<file path="config.mk">
export PLATFORM = sky130hd
export DESIGN_NAME = ufs_core
export DESIGN_NICKNAME = d
export VERILOG_FILES = /design/src/include/ufs_pkg.sv /design/src/logic/ufs_core.sv /design/src/logic/ufs_baud_gen.sv
export SDC_FILE = /design/constraint.sdc
export NUM_CORES = 1
export LEC_CHECK = 0
export ABC_AREA = 0
export BUFFER_PORTS_ARGS = -buffer_cell sky130_fd_sc_hd__buf_2
export CAP_MARGIN = 5
export CORE_MARGIN = 4
export CORE_UTILIZATION = 35
export CTS_CLUSTER_DIAMETER = 100
export DETAILED_ROUTE_END_ITERATION = 10
export PLACE_DENSITY = 0.53
export SYNTH_ARGS = -nofsm -noshare
export SYNTH_HDL_FRONTEND = slang
export SYNTH_SLANG_ARGS = --single-unit
</file>
<file path="constraint.sdc">
create_clock -name aclk -period 6.4 [get_ports aclk]
set_input_delay 0 -clock aclk [delete_from_list [all_inputs] [get_ports aclk]]
set_output_delay 0 -clock aclk [all_outputs]
set_load 0.005 [all_outputs]
</file>
<file path="src/include/ufs_pkg.sv">
// Shared constants for the serial frame and master SPI block.
// Assumes a 32-bit AXI4-Lite register port with byte addresses.
package ufs_pkg;

    // Register byte offsets
    localparam logic [7:0] ADDR_DATA = 8'h00;
    localparam logic [7:0] ADDR_STAT = 8'h04;
    localparam logic [7:0] ADDR_CTRL = 8'h08;
    localparam logic [7:0] ADDR_FMT = 8'h0c;
    localparam logic [7:0] ADDR_BAUD = 8'h10;

    // Reset values
    localparam logic [7:0] FMT_RESET = 8'h06;
    localparam logic [11:0] BAUD_RESET = 12'h000;

    // Status register bit positions
    localparam int ST_RXC = 7;
    localparam int ST_TXC = 6;
    localparam int ST_DRE = 5;
    localparam int ST_FE = 4;
    localparam int ST_DOR = 3;
    localparam int ST_PE = 2;

    // Control register bit positions
    localparam int CT_CKDIR = 8;
    localparam int CT_RXEN = 4;
    localparam int CT_TXEN = 3;
    localparam int CT_CSZH = 2;
    localparam int CT_RX9 = 1;
    localparam int CT_TX9 = 0;

    // Frame format field positions
    localparam int FM_MODE = 6;
    localparam int FM_PAR_EN = 5;
    localparam int FM_PAR_ODD = 4;
    localparam int FM_STOP = 3;
    localparam int FM_CSZ = 1;
    localparam int FM_ORDER = 2;
    localparam int FM_PHASE = 1;
    localparam int FM_POL = 0;

    // Baud divider byte layout
    localparam int BD_HI_LSB = 8;
    localparam int BD_HI_MSB = 11;

    // Bit timing: last tick index of one bit and async sample tick
    localparam logic [3:0] PH_LAST_ASYNC = 4'hf;
    localparam logic [3:0] PH_LAST_SYNC = 4'h1;
    localparam logic [3:0] PH_MID_ASYNC = 4'h7;
    localparam logic [3:0] SPI_BITS = 4'h8;
    localparam logic [3:0] FRAME_MAX = 4'hd;

    // Bus responses
    localparam logic [1:0] RESP_OKAY = 2'h0;
    localparam logic [1:0] RESP_SLVERR = 2'h2;

    typedef enum logic [1:0] {
        UFS_ASYNC = 2'b00,
        UFS_SYNC = 2'b01,
        UFS_RSVD = 2'b10,
        UFS_MSPI = 2'b11
    } ufs_mode_type;

    typedef enum logic [1:0] {
        UFS_IDLE = 2'b00,
        UFS_SHIFT = 2'b01
    } ufs_state_type;

endpackage

</file>
<file path="src/logic/ufs_core.sv">
// Serial transceiver with frame format control, baud divider and a
// master SPI mode, reached over AXI4-Lite.
// Assumes serial_in_pin is synchronous to aclk.
`timescale 1ns/1ns

// Overview of operation
// - Mode field picks async, sync or SPI
// - Transmitter appends even or odd parity
// - Receiver flags parity mismatch
// - Stop select gives one or two stops
// - Size code sets five to nine bits
// - Sync polarity picks change and sample edges
// - Divider is high nibble plus low byte
// - Low byte write reloads the prescaler
// - SPI mode drops parity, start, stop
// - SPI clock is system over 2(div+1)
// - Polarity and phase give four modes
// - SPI frame is eight bits, chosen order
// - Frames chain, else line idles high
// - Two writes make one 16-bit transfer
// - Data write starts every SPI transfer
// - Error flags read zero in SPI mode
module ufs_core
    import ufs_pkg::*;
(
    input wire logic aclk,
    input wire logic aresetn,
    input wire logic ce,
    input wire logic [7:0] awaddr,
    input wire logic awvalid,
    output logic awready,
    input wire logic [31:0] wdata,
    input wire logic [3:0] wstrb,
    input wire logic wvalid,
    output logic wready,
    output logic [1:0] bresp,
    output logic bvalid,
    input wire logic bready,
    input wire logic [7:0] araddr,
    input wire logic arvalid,
    output logic arready,
    output logic [31:0] rdata,
    output logic [1:0] rresp,
    output logic rvalid,
    input wire logic rready,
    input wire logic serial_in_pin,
    output logic serial_out_pin,
    output logic serial_out_oe,
    output logic serial_clock_pin,
    output logic serial_clock_oe
);

    // Register state
    logic [7:0] fmt;
    logic rx_en, tx_en, csz_hi, tx_ninth_bit, ck_dir;
    logic [11:0] baud_div;
    logic baud_reload;
    // Bus holding registers
    logic [7:0] aw_q;
    logic [31:0] w_q;
    logic [3:0] ws_q;
    // Transmit side
    logic txb_full, tx_done;
    logic [8:0] txb_data;
    ufs_state_type tx_state;
    logic [12:0] tx_vec;
    logic [3:0] tx_left, ph;
    // Receive side
    logic [12:0] rx_cap;
    logic arx_busy;
    logic [3:0] arx_ph, arx_left;
    logic rxb_full, fe_q, dor_q, pe_q;
    logic [8:0] rxb_data;
    logic tick;

    // Format decode
    ufs_mode_type mode;
    logic mspi, is_async, par_en, par_odd, stop2, lsbf, cpol, cpha;
    logic [2:0] csz;
    logic [3:0] nbits, tx_total, rx_total, ph_last;
    assign mode = ufs_mode_type'(fmt[FM_MODE+:2]);
    assign mspi = (mode == UFS_MSPI);
    assign is_async = (mode == UFS_ASYNC);
    assign par_en = fmt[FM_PAR_EN] && !mspi;
    assign par_odd = fmt[FM_PAR_ODD];
    assign stop2 = fmt[FM_STOP];
    assign csz = {csz_hi, fmt[FM_CSZ+:2]};
    assign lsbf = fmt[FM_ORDER];
    // Sync mode behaves as phase one with the polarity bit
    assign cpol = !is_async && fmt[FM_POL];
    assign cpha = mspi ? fmt[FM_PHASE] : 1'b1;
    // Reserved size codes fall back to eight bits
    assign nbits = mspi ? SPI_BITS :
                   (csz == 3'h0) ? 4'h5 :
                   (csz == 3'h1) ? 4'h6 :
                   (csz == 3'h2) ? 4'h7 :
                   (csz == 3'h7) ? 4'h9 : 4'h8;
    assign tx_total = mspi ? SPI_BITS :
        4'h1 + nbits + {3'h0, par_en} + (stop2 ? 4'h2 : 4'h1);
    // Receiver checks only the first stop bit
    assign rx_total = is_async ?
        4'h1 + nbits + {3'h0, par_en} + 4'h1 : tx_total;
    assign ph_last = is_async ? PH_LAST_ASYNC : PH_LAST_SYNC;

    // Bus decode
    logic wr_fire, wr_data, wr_stat, wr_ctrl, wr_fmt, wr_baud;
    logic wr_map, rd_map, ar_fire, rd_pop;
    assign wr_fire = !awready && !wready && !bvalid;
    assign wr_data = wr_fire && aw_q == ADDR_DATA && ws_q[0];
    assign wr_stat = wr_fire && aw_q == ADDR_STAT && ws_q[0];
    assign wr_ctrl = wr_fire && aw_q == ADDR_CTRL;
    assign wr_fmt = wr_fire && aw_q == ADDR_FMT && ws_q[0];
    assign wr_baud = wr_fire && aw_q == ADDR_BAUD;
    assign wr_map = aw_q == ADDR_DATA || aw_q == ADDR_STAT ||
                    aw_q == ADDR_CTRL || aw_q == ADDR_FMT ||
                    aw_q == ADDR_BAUD;
    assign rd_map = araddr == ADDR_DATA || araddr == ADDR_STAT ||
                    araddr == ADDR_CTRL || araddr == ADDR_FMT ||
                    araddr == ADDR_BAUD;
    assign ar_fire = arvalid && arready;
    assign rd_pop = ar_fire && araddr == ADDR_DATA;

    // Write channel: address and data taken in either order
    always_ff @(posedge aclk) begin
        if (!aresetn) begin
            awready <= 1'b1;
            wready <= 1'b1;
            bvalid <= 1'b0;
            bresp <= RESP_OKAY;
            aw_q <= 8'h00;
            w_q <= 32'h0000_0000;
            ws_q <= 4'h0;
        end else if (ce) begin
            if (awvalid && awready) begin
                awready <= 1'b0;
                aw_q <= awaddr;
            end
            if (wvalid && wready) begin
                wready <= 1'b0;
                w_q <= wdata;
                ws_q <= wstrb;
            end
            if (wr_fire) begin
                bvalid <= 1'b1;
                bresp <= wr_map ? RESP_OKAY : RESP_SLVERR;
            end
            if (bvalid && bready) begin
                bvalid <= 1'b0;
                awready <= 1'b1;
                wready <= 1'b1;
            end
        end
    end

    // Read words
    logic [31:0] stat_word, ctrl_word, rd_word;
    always_comb begin
        stat_word = 32'h0000_0000;
        stat_word[ST_RXC] = rxb_full;
        stat_word[ST_TXC] = tx_done;
        stat_word[ST_DRE] = !txb_full;
        stat_word[ST_FE] = fe_q && !mspi;
        stat_word[ST_DOR] = dor_q && !mspi;
        stat_word[ST_PE] = pe_q && !mspi;
        ctrl_word = 32'h0000_0000;
        ctrl_word[CT_CKDIR] = ck_dir;
        ctrl_word[CT_RXEN] = rx_en;
        ctrl_word[CT_TXEN] = tx_en;
        ctrl_word[CT_CSZH] = csz_hi;
        ctrl_word[CT_RX9] = rxb_data[8];
        ctrl_word[CT_TX9] = tx_ninth_bit;
    end
    // Reserved divider bits always read zero
    assign rd_word = (araddr == ADDR_DATA) ? {23'h0, rxb_data} :
                     (araddr == ADDR_STAT) ? stat_word :
                     (araddr == ADDR_CTRL) ? ctrl_word :
                     (araddr == ADDR_FMT) ? {24'h0, fmt} :
                     (araddr == ADDR_BAUD) ? {20'h0, baud_div} :
                     32'h0000_0000;

    // Read channel answers one cycle after the address is taken
    always_ff @(posedge aclk) begin
        if (!aresetn) begin
            arready <= 1'b1;
            rvalid <= 1'b0;
            rdata <= 32'h0000_0000;
            rresp <= RESP_OKAY;
        end else if (ce) begin
            if (ar_fire) begin
                arready <= 1'b0;
                rvalid <= 1'b1;
                rdata <= rd_word;
                rresp <= rd_map ? RESP_OKAY : RESP_SLVERR;
            end else if (rvalid && rready) begin
                rvalid <= 1'b0;
                arready <= 1'b1;
            end
        end
    end

    // Configuration registers
    always_ff @(posedge aclk) begin
        if (!aresetn) begin
            fmt <= FMT_RESET;
            {rx_en, tx_en, csz_hi, tx_ninth_bit, ck_dir} <= 5'h00;
            baud_div <= BAUD_RESET;
            baud_reload <= 1'b0;
        end else if (ce) begin
            if (wr_fmt) begin
                fmt <= w_q[7:0];
            end
            if (wr_ctrl && ws_q[0]) begin
                rx_en <= w_q[CT_RXEN];
                tx_en <= w_q[CT_TXEN];
                csz_hi <= w_q[CT_CSZH];
                tx_ninth_bit <= w_q[CT_TX9];
            end
            if (wr_ctrl && ws_q[1]) begin
                ck_dir <= w_q[CT_CKDIR];
            end
            if (wr_baud && ws_q[0]) begin
                baud_div[7:0] <= w_q[7:0];
            end
            // Upper four bits of the high byte are dropped
            if (wr_baud && ws_q[1]) begin
                baud_div[11:8] <= w_q[BD_HI_MSB:BD_HI_LSB];
            end
            // Reload lags one cycle so the new value is in place
            baud_reload <= wr_baud && ws_q[0];
        end
    end

    ufs_baud_gen u_baud (
        .aclk(aclk),
        .aresetn(aresetn),
        .ce(ce),
        .reload(baud_reload),
        .div(baud_div),
        .tick(tick)
    );

    // Frame assembly from the transmit buffer
    logic [12:0] frame_vec;
    logic tx_par;
    always_comb begin
        frame_vec = 13'h1fff;
        tx_par = par_odd;
        for (int i = 0; i < 9; i++) begin
            if (i < nbits) begin
                tx_par = tx_par ^ txb_data[i];
            end
        end
        if (mspi) begin
            for (int i = 0; i < 8; i++) begin
                frame_vec[i] = lsbf ? txb_data[i] : txb_data[7-i];
            end
        end else begin
            frame_vec[0] = 1'b0;
            for (int i = 0; i < 9; i++) begin
                if (i < nbits) begin
                    frame_vec[i+1] = txb_data[i];
                end
            end
            if (par_en) begin
                frame_vec[nbits+4'h1] = tx_par;
            end
        end
    end

    // Engine control
    logic shifting, bit_end, frame_end, load, data_ok;
    assign shifting = (tx_state == UFS_SHIFT);
    assign bit_end = shifting && tick && ph == ph_last;
    assign frame_end = bit_end && tx_left == 4'h1;
    // Next frame starts right at the end of the last one
    assign load = txb_full && tx_en && tick &&
                  (!shifting || frame_end);
    assign data_ok = wr_data && !txb_full;

    // Transmit buffer and completion flag
    always_ff @(posedge aclk) begin
        if (!aresetn) begin
            txb_full <= 1'b0;
            txb_data <= 9'h000;
            tx_done <= 1'b0;
        end else if (ce) begin
            if (data_ok) begin
                txb_full <= 1'b1;
                txb_data <= {tx_ninth_bit, w_q[7:0]};
            end else if (load) begin
                txb_full <= 1'b0;
            end
            // Completion waits for an empty buffer; set beats clear
            if (frame_end && !txb_full) begin
                tx_done <= 1'b1;
            end else if (wr_stat && w_q[ST_TXC]) begin
                tx_done <= 1'b0;
            end
        end
    end

    // Shared shift engine for all three modes
    always_ff @(posedge aclk) begin
        if (!aresetn) begin
            tx_state <= UFS_IDLE;
            tx_vec <= 13'h1fff;
            tx_left <= 4'h0;
            ph <= 4'h0;
        end else if (ce) begin
            if (load) begin
                tx_state <= UFS_SHIFT;
                tx_vec <= frame_vec;
                tx_left <= tx_total;
                ph <= 4'h0;
            end else if (bit_end) begin
                ph <= 4'h0;
                tx_vec <= {1'b1, tx_vec[12:1]};
                tx_left <= tx_left - 4'h1;
                if (tx_left == 4'h1) begin
                    tx_state <= UFS_IDLE;
                end
            end else if (shifting && tick) begin
                ph <= ph + 4'h1;
            end
        end
    end

    // Pins: one cycle behind the engine, data and clock alike
    always_ff @(posedge aclk) begin
        if (!aresetn) begin
            serial_out_pin <= 1'b1;
            serial_out_oe <= 1'b0;
            serial_clock_pin <= 1'b0;
            serial_clock_oe <= 1'b0;
        end else if (ce) begin
            serial_out_pin <= shifting ? tx_vec[0] : 1'b1;
            serial_out_oe <= tx_en;
            serial_clock_oe <= ck_dir;
            if (shifting && !is_async) begin
                serial_clock_pin <= cpol ^
                    (cpha ? ph == 4'h0 : ph == 4'h1);
            end else begin
                serial_clock_pin <= cpol;
            end
        end
    end

    // Receive sampling: sync modes at mid bit, async at tick seven
    logic sync_smp, sync_done, async_go, async_smp, async_done, rx_done;
    logic [12:0] cap_in, rx_src, rx_ext;
    assign sync_smp = shifting && tick && ph == 4'h0 && !is_async && rx_en;
    assign sync_done = frame_end && !is_async && rx_en;
    assign async_go = is_async && rx_en && !arx_busy && !serial_in_pin;
    assign async_smp = arx_busy && tick && arx_ph == PH_MID_ASYNC;
    assign async_done = async_smp && arx_left == 4'h1;
    assign rx_done = sync_done || async_done;
    assign cap_in = {serial_in_pin, rx_cap[12:1]};
    assign rx_src = async_done ? cap_in : rx_cap;
    assign rx_ext = rx_src >> (FRAME_MAX - rx_total);

    always_ff @(posedge aclk) begin
        if (!aresetn) begin
            rx_cap <= 13'h0000;
            arx_busy <= 1'b0;
            arx_ph <= 4'h0;
            arx_left <= 4'h0;
        end else if (ce) begin
            if (sync_smp || async_smp) begin
                rx_cap <= cap_in;
            end
            if (async_go) begin
                arx_busy <= 1'b1;
                arx_ph <= 4'h0;
                arx_left <= rx_total;
            end else if (arx_busy && tick) begin
                arx_ph <= arx_ph + 4'h1;
                if (async_smp) begin
                    arx_left <= arx_left - 4'h1;
                    arx_busy <= arx_left != 4'h1;
                end
            end
            if (!is_async || !rx_en) begin
                arx_busy <= 1'b0;
            end
        end
    end

    // Received frame unpacking and checks
    logic [8:0] rx_word;
    logic rx_perr, rx_ferr;
    always_comb begin
        rx_word = 9'h000;
        if (mspi) begin
            for (int i = 0; i < 8; i++) begin
                rx_word[i] = lsbf ? rx_ext[i] : rx_ext[7-i];
            end
        end else begin
            for (int i = 0; i < 9; i++) begin
                if (i < nbits) begin
                    rx_word[i] = rx_ext[i+1];
                end
            end
        end
        rx_perr = par_en &&
            (rx_ext[nbits+4'h1] != (par_odd ^ (^rx_word)));
        rx_ferr = !mspi && !rx_ext[nbits+4'h1+{3'h0, par_en}];
    end

    // Receive buffer with status held until the data is read
    always_ff @(posedge aclk) begin
        if (!aresetn) begin
            rxb_full <= 1'b0;
            rxb_data <= 9'h000;
            {fe_q, dor_q, pe_q} <= 3'h0;
        end else if (ce) begin
            if (!rx_en) begin
                rxb_full <= 1'b0;
                {fe_q, dor_q, pe_q} <= 3'h0;
            end else if (rx_done && (!rxb_full || rd_pop)) begin
                rxb_full <= 1'b1;
                rxb_data <= rx_word;
                fe_q <= rx_ferr;
                pe_q <= rx_perr;
                dor_q <= 1'b0;
            end else if (rx_done) begin
                dor_q <= 1'b1;
            end else if (rd_pop) begin
                rxb_full <= 1'b0;
                {fe_q, dor_q, pe_q} <= 3'h0;
            end
        end
    end
endmodule

</file>
<file path="src/logic/ufs_baud_gen.sv">
// Baud prescaler: one tick every divider-plus-one enabled cycles.
// Assumes the divider is stable except when reload is pulsed.
`timescale 1ns/1ns
module ufs_baud_gen
    import ufs_pkg::*;
(
    input wire logic aclk,
    input wire logic aresetn,
    input wire logic ce,
    input wire logic reload,
    input wire logic [11:0] div,
    output logic tick
);

    logic [11:0] cnt;

    // Tick marks half a clock period in sync modes
    assign tick = ce && (cnt == 12'h000);

    // Count down, restart on tick or on a divider reload
    always_ff @(posedge aclk) begin
        if (!aresetn) begin
            cnt <= BAUD_RESET;
        end else if (ce) begin
            if (reload || cnt == 12'h000) begin
                cnt <= div;
            end else begin
                cnt <= cnt - 12'h001;
            end
        end
    end
endmodule

</file>
[Word level (Yosys, flattened, before mapping)]
Index checks and enable logic that the tools add are counted.
Word-level totals
  bits of input ports: 61
  flip-flop bits (word level): 174
  logic and storage cells: 351
  output and inout port bits: 45
Operators by class
  bitwise operators: 11
  multiplexer cells: 130
  eq/ne operators: 23
  add/sub/neg operators: 10
  reductions and logical operators: 123
  shifts and indexed selects: 1
  order comparisons: 12
Operators by type and width (count)
  $mux 1: 90
  $mux 12: 6
  $mux 4: 17
  $mux 13: 4
  $logic_and 1x1->1: 51
  $reduce_and 2->1: 21
  $eq 8x4->1 const B: 4
  $reduce_bool 2->1: 10
  $add 4x1->4 const B: 4
  $eq 8x3->1 const B: 2
  $eq 8x5->1 const B: 2
  $logic_not 8->1: 2
  $lt 3x4->1 const A: 4
  $mux 8: 2
  $reduce_and 3->1: 5
  $logic_or 1x1->1: 14
  $bwmux 13: 1
  $shr 13x4->13: 1
  $eq 4x1->1 const B: 3
  $logic_not 1->1: 12
  $logic_not 12->1: 1
  $mux 2: 6
  $sub 12x1->12 const B: 1
  $xor 1x1->1: 11
  28 further kinds: 36

[Depth between registers and ports, before layout]
  depth after elaboration: 28
  gate-level depth with buffers: 28
  depth with buffers taken out: 24

[Cells and area by module]
A second synthesis with hierarchy kept.
Unflattened totals
  cell total of the unflattened synthesis: 1119
  area, all modules: 8967.4 sq um
Modules (own cells, without submodules)
  ufs_core: area an instance 8067.7 sq um, cells each 1005, sequential area each 2782.7 sq um, times used 1
  ufs_baud_gen: area an instance 899.6 sq um, cells each 114, sequential area each 240.2 sq um, times used 1

[Worst setup path before layout]
OpenSTA, ideal clock, no wires.
  path kind: flip-flop to flip-flop
  from: register fmt[1]
  to: register pe_q
  setup time: 0.131 ns
  setup slack: 0.564 ns
  data arrival time: 5.706 ns
  buffers on the path: 4
  period minus slack after synthesis: 5.836 ns
  cell stages (with the launch flop): 27
  data required time: 6.269 ns
  cells stage by stage: dfxtp_1 > clkbuf_1 > nand2_1 > nor2_1 > o21ai_1 > ha_1 > clkbuf_2 > inv_1 > ha_1 > fa_1 > mux2i_1 > nor2_1 > a21oi_1 > inv_1 > clkbuf_1 > ha_1 > or3_4 > and2_4 > buf_6 > a211o_1 > o32ai_2 > a31oi_2 > xnor3_1 > xor3_1 > xnor3_1 > nand3_1 > a21oi_2
On the way
  cells in the longest elaborated chain, start to end: 21
  elaborated cells between the ends (all ways): 53
  classes of those cells: 5 x add/sub; 9 x order compare; 4 x eq/ne; 1 x shift; 30 x mux; 1 x bitwise; 3 x reduce/logical
RTL lines
  start: declaration: line ufs_core.sv:54  | logic [7:0] fmt;
  start signal: assignment: line ufs_core.sv:210  | fmt <= w_q[7:0];
  $eq 3x3->1: line ufs_core.sv:97  | (csz == 3'h7) ? 4'h9 : 4'h8;
  $mux 1: line ufs_core.sv:97
  $mux 4: line ufs_core.sv:96  | (csz == 3'h2) ? 4'h7 :
  $mux 4: line ufs_core.sv:95  | (csz == 3'h1) ? 4'h6 :
  $mux 4 (*): line ufs_core.sv:94  | (csz == 3'h0) ? 4'h5 :
  $mux 4 (*): line ufs_core.sv:93  | assign nbits = mspi ? SPI_BITS :
  $add 4x1->4: line ufs_core.sv:99, ufs_core.sv:102, ufs_core.sv:405
  $add 4x1->4: line ufs_core.sv:99, ufs_core.sv:102
  [... 5 more ...]
  $mux 1, on equally long branches: line ufs_core.sv:399, ufs_core.sv:395
  $mux 8 or $mux 1 (tied branches): line ufs_core.sv:393  | if (mspi) begin
  $reduce_xor 9->1: line ufs_core.sv:405  | (rx_ext[nbits+4'h1] != (par_odd ^ (^rx_word)));
  $xor 1x1->1: line ufs_core.sv:405
  $ne 1x1->1 (*): line ufs_core.sv:405
  $logic_and 1x1->1 (*): line ufs_core.sv:404  | rx_perr = par_en &&
  $mux 1 (*): line ufs_core.sv:419  | end else if (rx_done && (!rxb_full || rd_pop)) begin
  $mux 1 (*): line ufs_core.sv:416  | if (!rx_en) begin
  end signal: assignment: line ufs_core.sv:423  | pe_q <= rx_perr;
  end: declaration: line ufs_core.sv:72  | logic rxb_full, fe_q, dor_q, pe_q;
Mark *: on every way between the ends. The rest lies on a longest branch, timed or not. The select of a mux whose other input is x is not followed.
A chain may end at the register's enable or synchronous reset.

[Final worst setup path]
  from: register fmt[6]
  to: register pe_q
On the way
  cells in the longest elaborated chain, start to end: 17
  elaborated cells between the ends (all ways): 61
  classes of those cells: 5 x add/sub; 9 x order compare; 5 x eq/ne; 1 x shift; 27 x mux; 1 x bitwise; 13 x reduce/logical
RTL lines
  $eq 2x2->1: line ufs_core.sv:82  | assign mspi = (mode == UFS_MSPI);
  $mux 4 or $logic_not 1->1 (tied branches): line ufs_core.sv:93, ufs_core.sv:84
  $add 4x1->4 or $logic_and 1x1->1 (tied branches)
  $add 4x1->4: line ufs_core.sv:99, ufs_core.sv:102
  $add 4x2->4: line ufs_core.sv:99  | 4'h1 + nbits + {3'h0, par_en} + (stop2 ? 4'h2 : 4'h1);
  $mux 4: line ufs_core.sv:98  | assign tx_total = mspi ? SPI_BITS :
  $mux 4: line ufs_core.sv:101  | assign rx_total = is_async ?
  $sub 4x4->4: line ufs_core.sv:359  | assign rx_ext = rx_src >> (FRAME_MAX - rx_total);
  $shr 13x4->13: line ufs_core.sv:359
  $mux 1, on equally long branches: line ufs_core.sv:399, ufs_core.sv:395
  $mux 8 or $mux 1 (tied branches): line ufs_core.sv:393
  $reduce_xor 9->1: line ufs_core.sv:405
  $xor 1x1->1: line ufs_core.sv:405
  $ne 1x1->1: line ufs_core.sv:405
  $logic_and 1x1->1: line ufs_core.sv:404
  $mux 1: line ufs_core.sv:419
  $mux 1: line ufs_core.sv:416
Parallel ways exist; a longest one is shown, timed or not. The select of a mux whose other input is x is not followed.

==> impl_metrics.tcl <==
set metrics [dict create \
    switchingPower_mw 0.837 \
    p_comb_frac 0.177 \
    path_buf_inv 1 \
    crit_fanout 12 \
    ys_types 84 \
    endpoint_kind "flip-flop" \
    grt-ovfl-total 0 \
    p_int_mw 1.68 \
    die-area_sq_mm 0.0283 \
    peakVddDrop_uv 161 \
    swShare 0.333 \
    drive_gt1_frac 0.129 \
    path_clk_slew_ns 0.08 \
    htreeDepth 4 \
    synth_edf_count 0 \
    synthTopCellsByCount "151 x dfxtp_1, 136 x nor2_1, 122 x nand2_1" \
    worstSetupPathType "flip-flop to flip-flop" \
    hpwlAfterDp_mm 18.6 \
    max_freq_mhz 168 \
    grt_pass1_vias 7667 \
    grt_max_degree 57 \
    worstPathCellList "nand2_1, buf_4, and2_0, ha_1, ha_1, nand2b_1, a32oi_2, nand4_1, o22ai_1, nor2_1, o21ai_0, o221ai_1, o22ai_1, xnor2_1, xnor3_1, xor3_1, xnor3_1, nand3_1, a21oi_2" \
    antenna_left 0 \
    drc_errors 0 \
    slowest_delay_ns 0.60 \
    place_area_sq_mm 0.00947 \
    cts_tree "built" \
    cellPowerDensity_mw_per_mm2 242 \
    firstDrtPassIters 5 \
    slew_viol_final 0 \
    period_needed_ns 5.96 \
    synth_area_leaders "dfxtp_1 34%, mux2i_1 9.1%, nor2_1 5.7%" \
    synth_most_common_cell "dfxtp_1" \
    drv_cap 0 \
    cpLargestDelayFamily "compound AO/OA/AOI/OAI gates" \
    p_clk_frac 0.417 \
    rsz0062_at_grt "false" \
    multi_input_area_sq_mm 0.00546 \
    finClkSkew_ns 0.0151 \
    leakagePower_nw 3.99 \
    grt_pass1_wl_mm 41.7 \
    finalCritPeriodShare 0.931 \
    stdcell_area_sq_mm 0.0104 \
    start_util 0.356 \
    io_pins 106 \
    clk_latency_ns 0.44 \
    slew_headroom 0.101 \
    status "complete, no violations" \
    antennaDiodeCount 0 \
    setup_viol 0 \
    antenna_found_initial 0 \
    worstPathRequired_ns 6.70 \
    seq_power_share 0.405 \
    cp-start-kind "flip-flop" \
    place_congestion 0.913 \
    synth-seq-cells 151 \
    cpMaxStageDelayCell "dfxtp_1" \
    holdCritPathClass "input port to flip-flop" \
    wire_per_inst_microns 16.9 \
    tns_ns 0 \
    synth_area_per_cell_sq_um 7.94 \
    nNetsFinal 1269 \
    die_y_microns 168 \
    totalWireLength_mm 25.8 \
    worstPathArrival_ns 6.26 \
    track_usage 0.180 \
    fp.coreArea_sq_mm 0.0252 \
    cts-buffers-inserted 17 \
    synth_async_sr_flop_share 0 \
    num_rows 58 \
    ys_warn_count 0 \
    io_buffers 61 \
    clk_path_buf_depth 2 \
    netlist_instances 1130 \
    vias 8147 \
    cp.depth 19 \
    cts_root_buffer "clkbuf_16" \
    rr_worst_depth 19 \
    first_iter_violations 504 \
    regArea_sq_mm 0.00302 \
    syn_to_final_growth_pct 15.8 \
    ys.flop_type "dfxtp_1" \
    whs_path_depth 3 \
    yosys.area.top_type "dfxtp_1" \
    die-width_microns 168 \
    hold_violations 0 \
    yosysSeqAreaShare 0.337 \
    fill_cells 2548 \
    cts.sinks 151 \
    synth_area_sq_mm 0.00897 \
    worstMarginPinSlew_ns 1.34 \
    vias_per_cell 5.32 \
    synth_top_area_frac 0.337 \
]
-- cell families (layout without fill, tap and decap cells) --
logic type	Yosys count	in the layout	share of synthesized area
buffers and inverters	121	170	0.0652
other	1	22	0.000418
flip-flops	151	151	0.337
XOR/XNOR	33	33	0.0378
adder cells (fa/ha/maj)	21	21	0.0301
AO/OA/AOI/OAI	274	274	0.197
AND/OR/NAND/NOR	437	437	0.228
multiplexers	92	92	0.105
-- path summary, 6_finish.rpt --
check	from	slack (ns)	end
worst max-delay path	fmt[6]	0.44	pe_q
worst min-delay path	ce	0.05	serial_out_pin
worst max register to register	fmt[6]	0.44	pe_q
worst min register to register	dor_q	0.45	dor_q
-- area by class of cell --
class                      instances  share of cell area
multi-input combinational        879               0.525
sequential                       151               0.291
timing repair buffer             115              0.0754
clock buffer                      17              0.0409
tap                              330              0.0397
clock inverter                    15              0.0193
inverter                          23             0.00831
-- state kept, by name (all words and copies together) (netlist names), 4 cells and up --
name,cells
rx_cap,13
tx_vec,13
baud_div,12
rdata,12
u_baud.cnt,12
w_q,12
rxb_data,9
txb_data,9
aw_q,8
fmt,8
arx_left,4
arx_ph,4
ph,4
tx_left,4
-- metrics by stage --
| stage | instances | util | worst slack (ns) | power [mW] | hold slack, ns |
|---|---|---|---|---|---|
| 2_1_floorplan | 1151 | - | 0.564 | 1.36 | 0.136 |
| 3_3_place_gp | 1469 | 0.376 | 0.615 | 1.47 | 0.232 |
| 3_5_place_dp | 1469 | 0.376 | 0.535 | 1.47 | 0.239 |
| 4_1_cts | 1530 | 0.413 | 0.498 | 2.54 | 0.0369 |
| 5_1_grt | 1530 | 0.413 | 0.0203 | 2.64 | 0.0534 |
| 6_report | 1530 | 0.413 | 0.443 | 2.52 | 0.0529 |
-- worst min-delay path, cell delays in order --
cell,delay [ns]
buf_2,0.19
o21ai_0,0.19
nand2_1,0.05
-- placed cells by master, fill, tap and decap left out, types with 7 or more instances in the layout --
cell type / netlist / routed
a211oi_1: 13 / 13
a21boi_0: 9 / 9
a21oi_1: 82 / 81
a22oi_1: 7 / 7
and2_1: 9 / 9
and3_1: 8 / 8
buf_2: 11 / 61
buf_4: 25 / 25
clkbuf_16: 0 / 17
clkinv_8: 0 / 7
conb_1: 1 / 22
dfxtp_1: 151 / 151
dlygate4sd3_1: 0 / 29
ha_1: 20 / 20
inv_1: 22 / 21
mux2_2: 9 / 9
mux2i_1: 82 / 82
nand2_1: 122 / 122
nand2b_1: 7 / 7
nand3_1: 33 / 33
nand4_1: 12 / 12
nor2_1: 136 / 136
nor2b_1: 29 / 29
nor3_1: 46 / 45
o211ai_1: 13 / 13
o21ai_0: 65 / 65
o22ai_1: 19 / 19
xnor2_1: 18 / 18
xor2_1: 11 / 11
-- power groups by stage --
stage | combinational (mW) | sequential (mW) | clock (mW)
4_1_cts | 0.445 | 1.02 | 1.07
2_1_floorplan | 0.328 | 1.03 | 0
5_1_grt | 0.508 | 1.03 | 1.11
3_5_place_dp | 0.430 | 1.04 | 0
6_report | 0.446 | 1.02 | 1.05
3_3_place_gp | 0.427 | 1.04 | 0
-- what timing repair did --
item                                    in CTS  in global routing
hold endpoints to repair                    28                  0
setup buffers                                0                  0
hold buffers                                29                  0
resized for setup                            0                  1
endpoints found under the setup margin       0                  1
-- routing by layer --
layer,wire [microns],global-route usage
met4,306,0.0409
met5,0,0
met3,1140,0.0312
met1,12100,0.248
met2,12300,0.297
No activity file was read; power rests on OpenSTA's default activity.
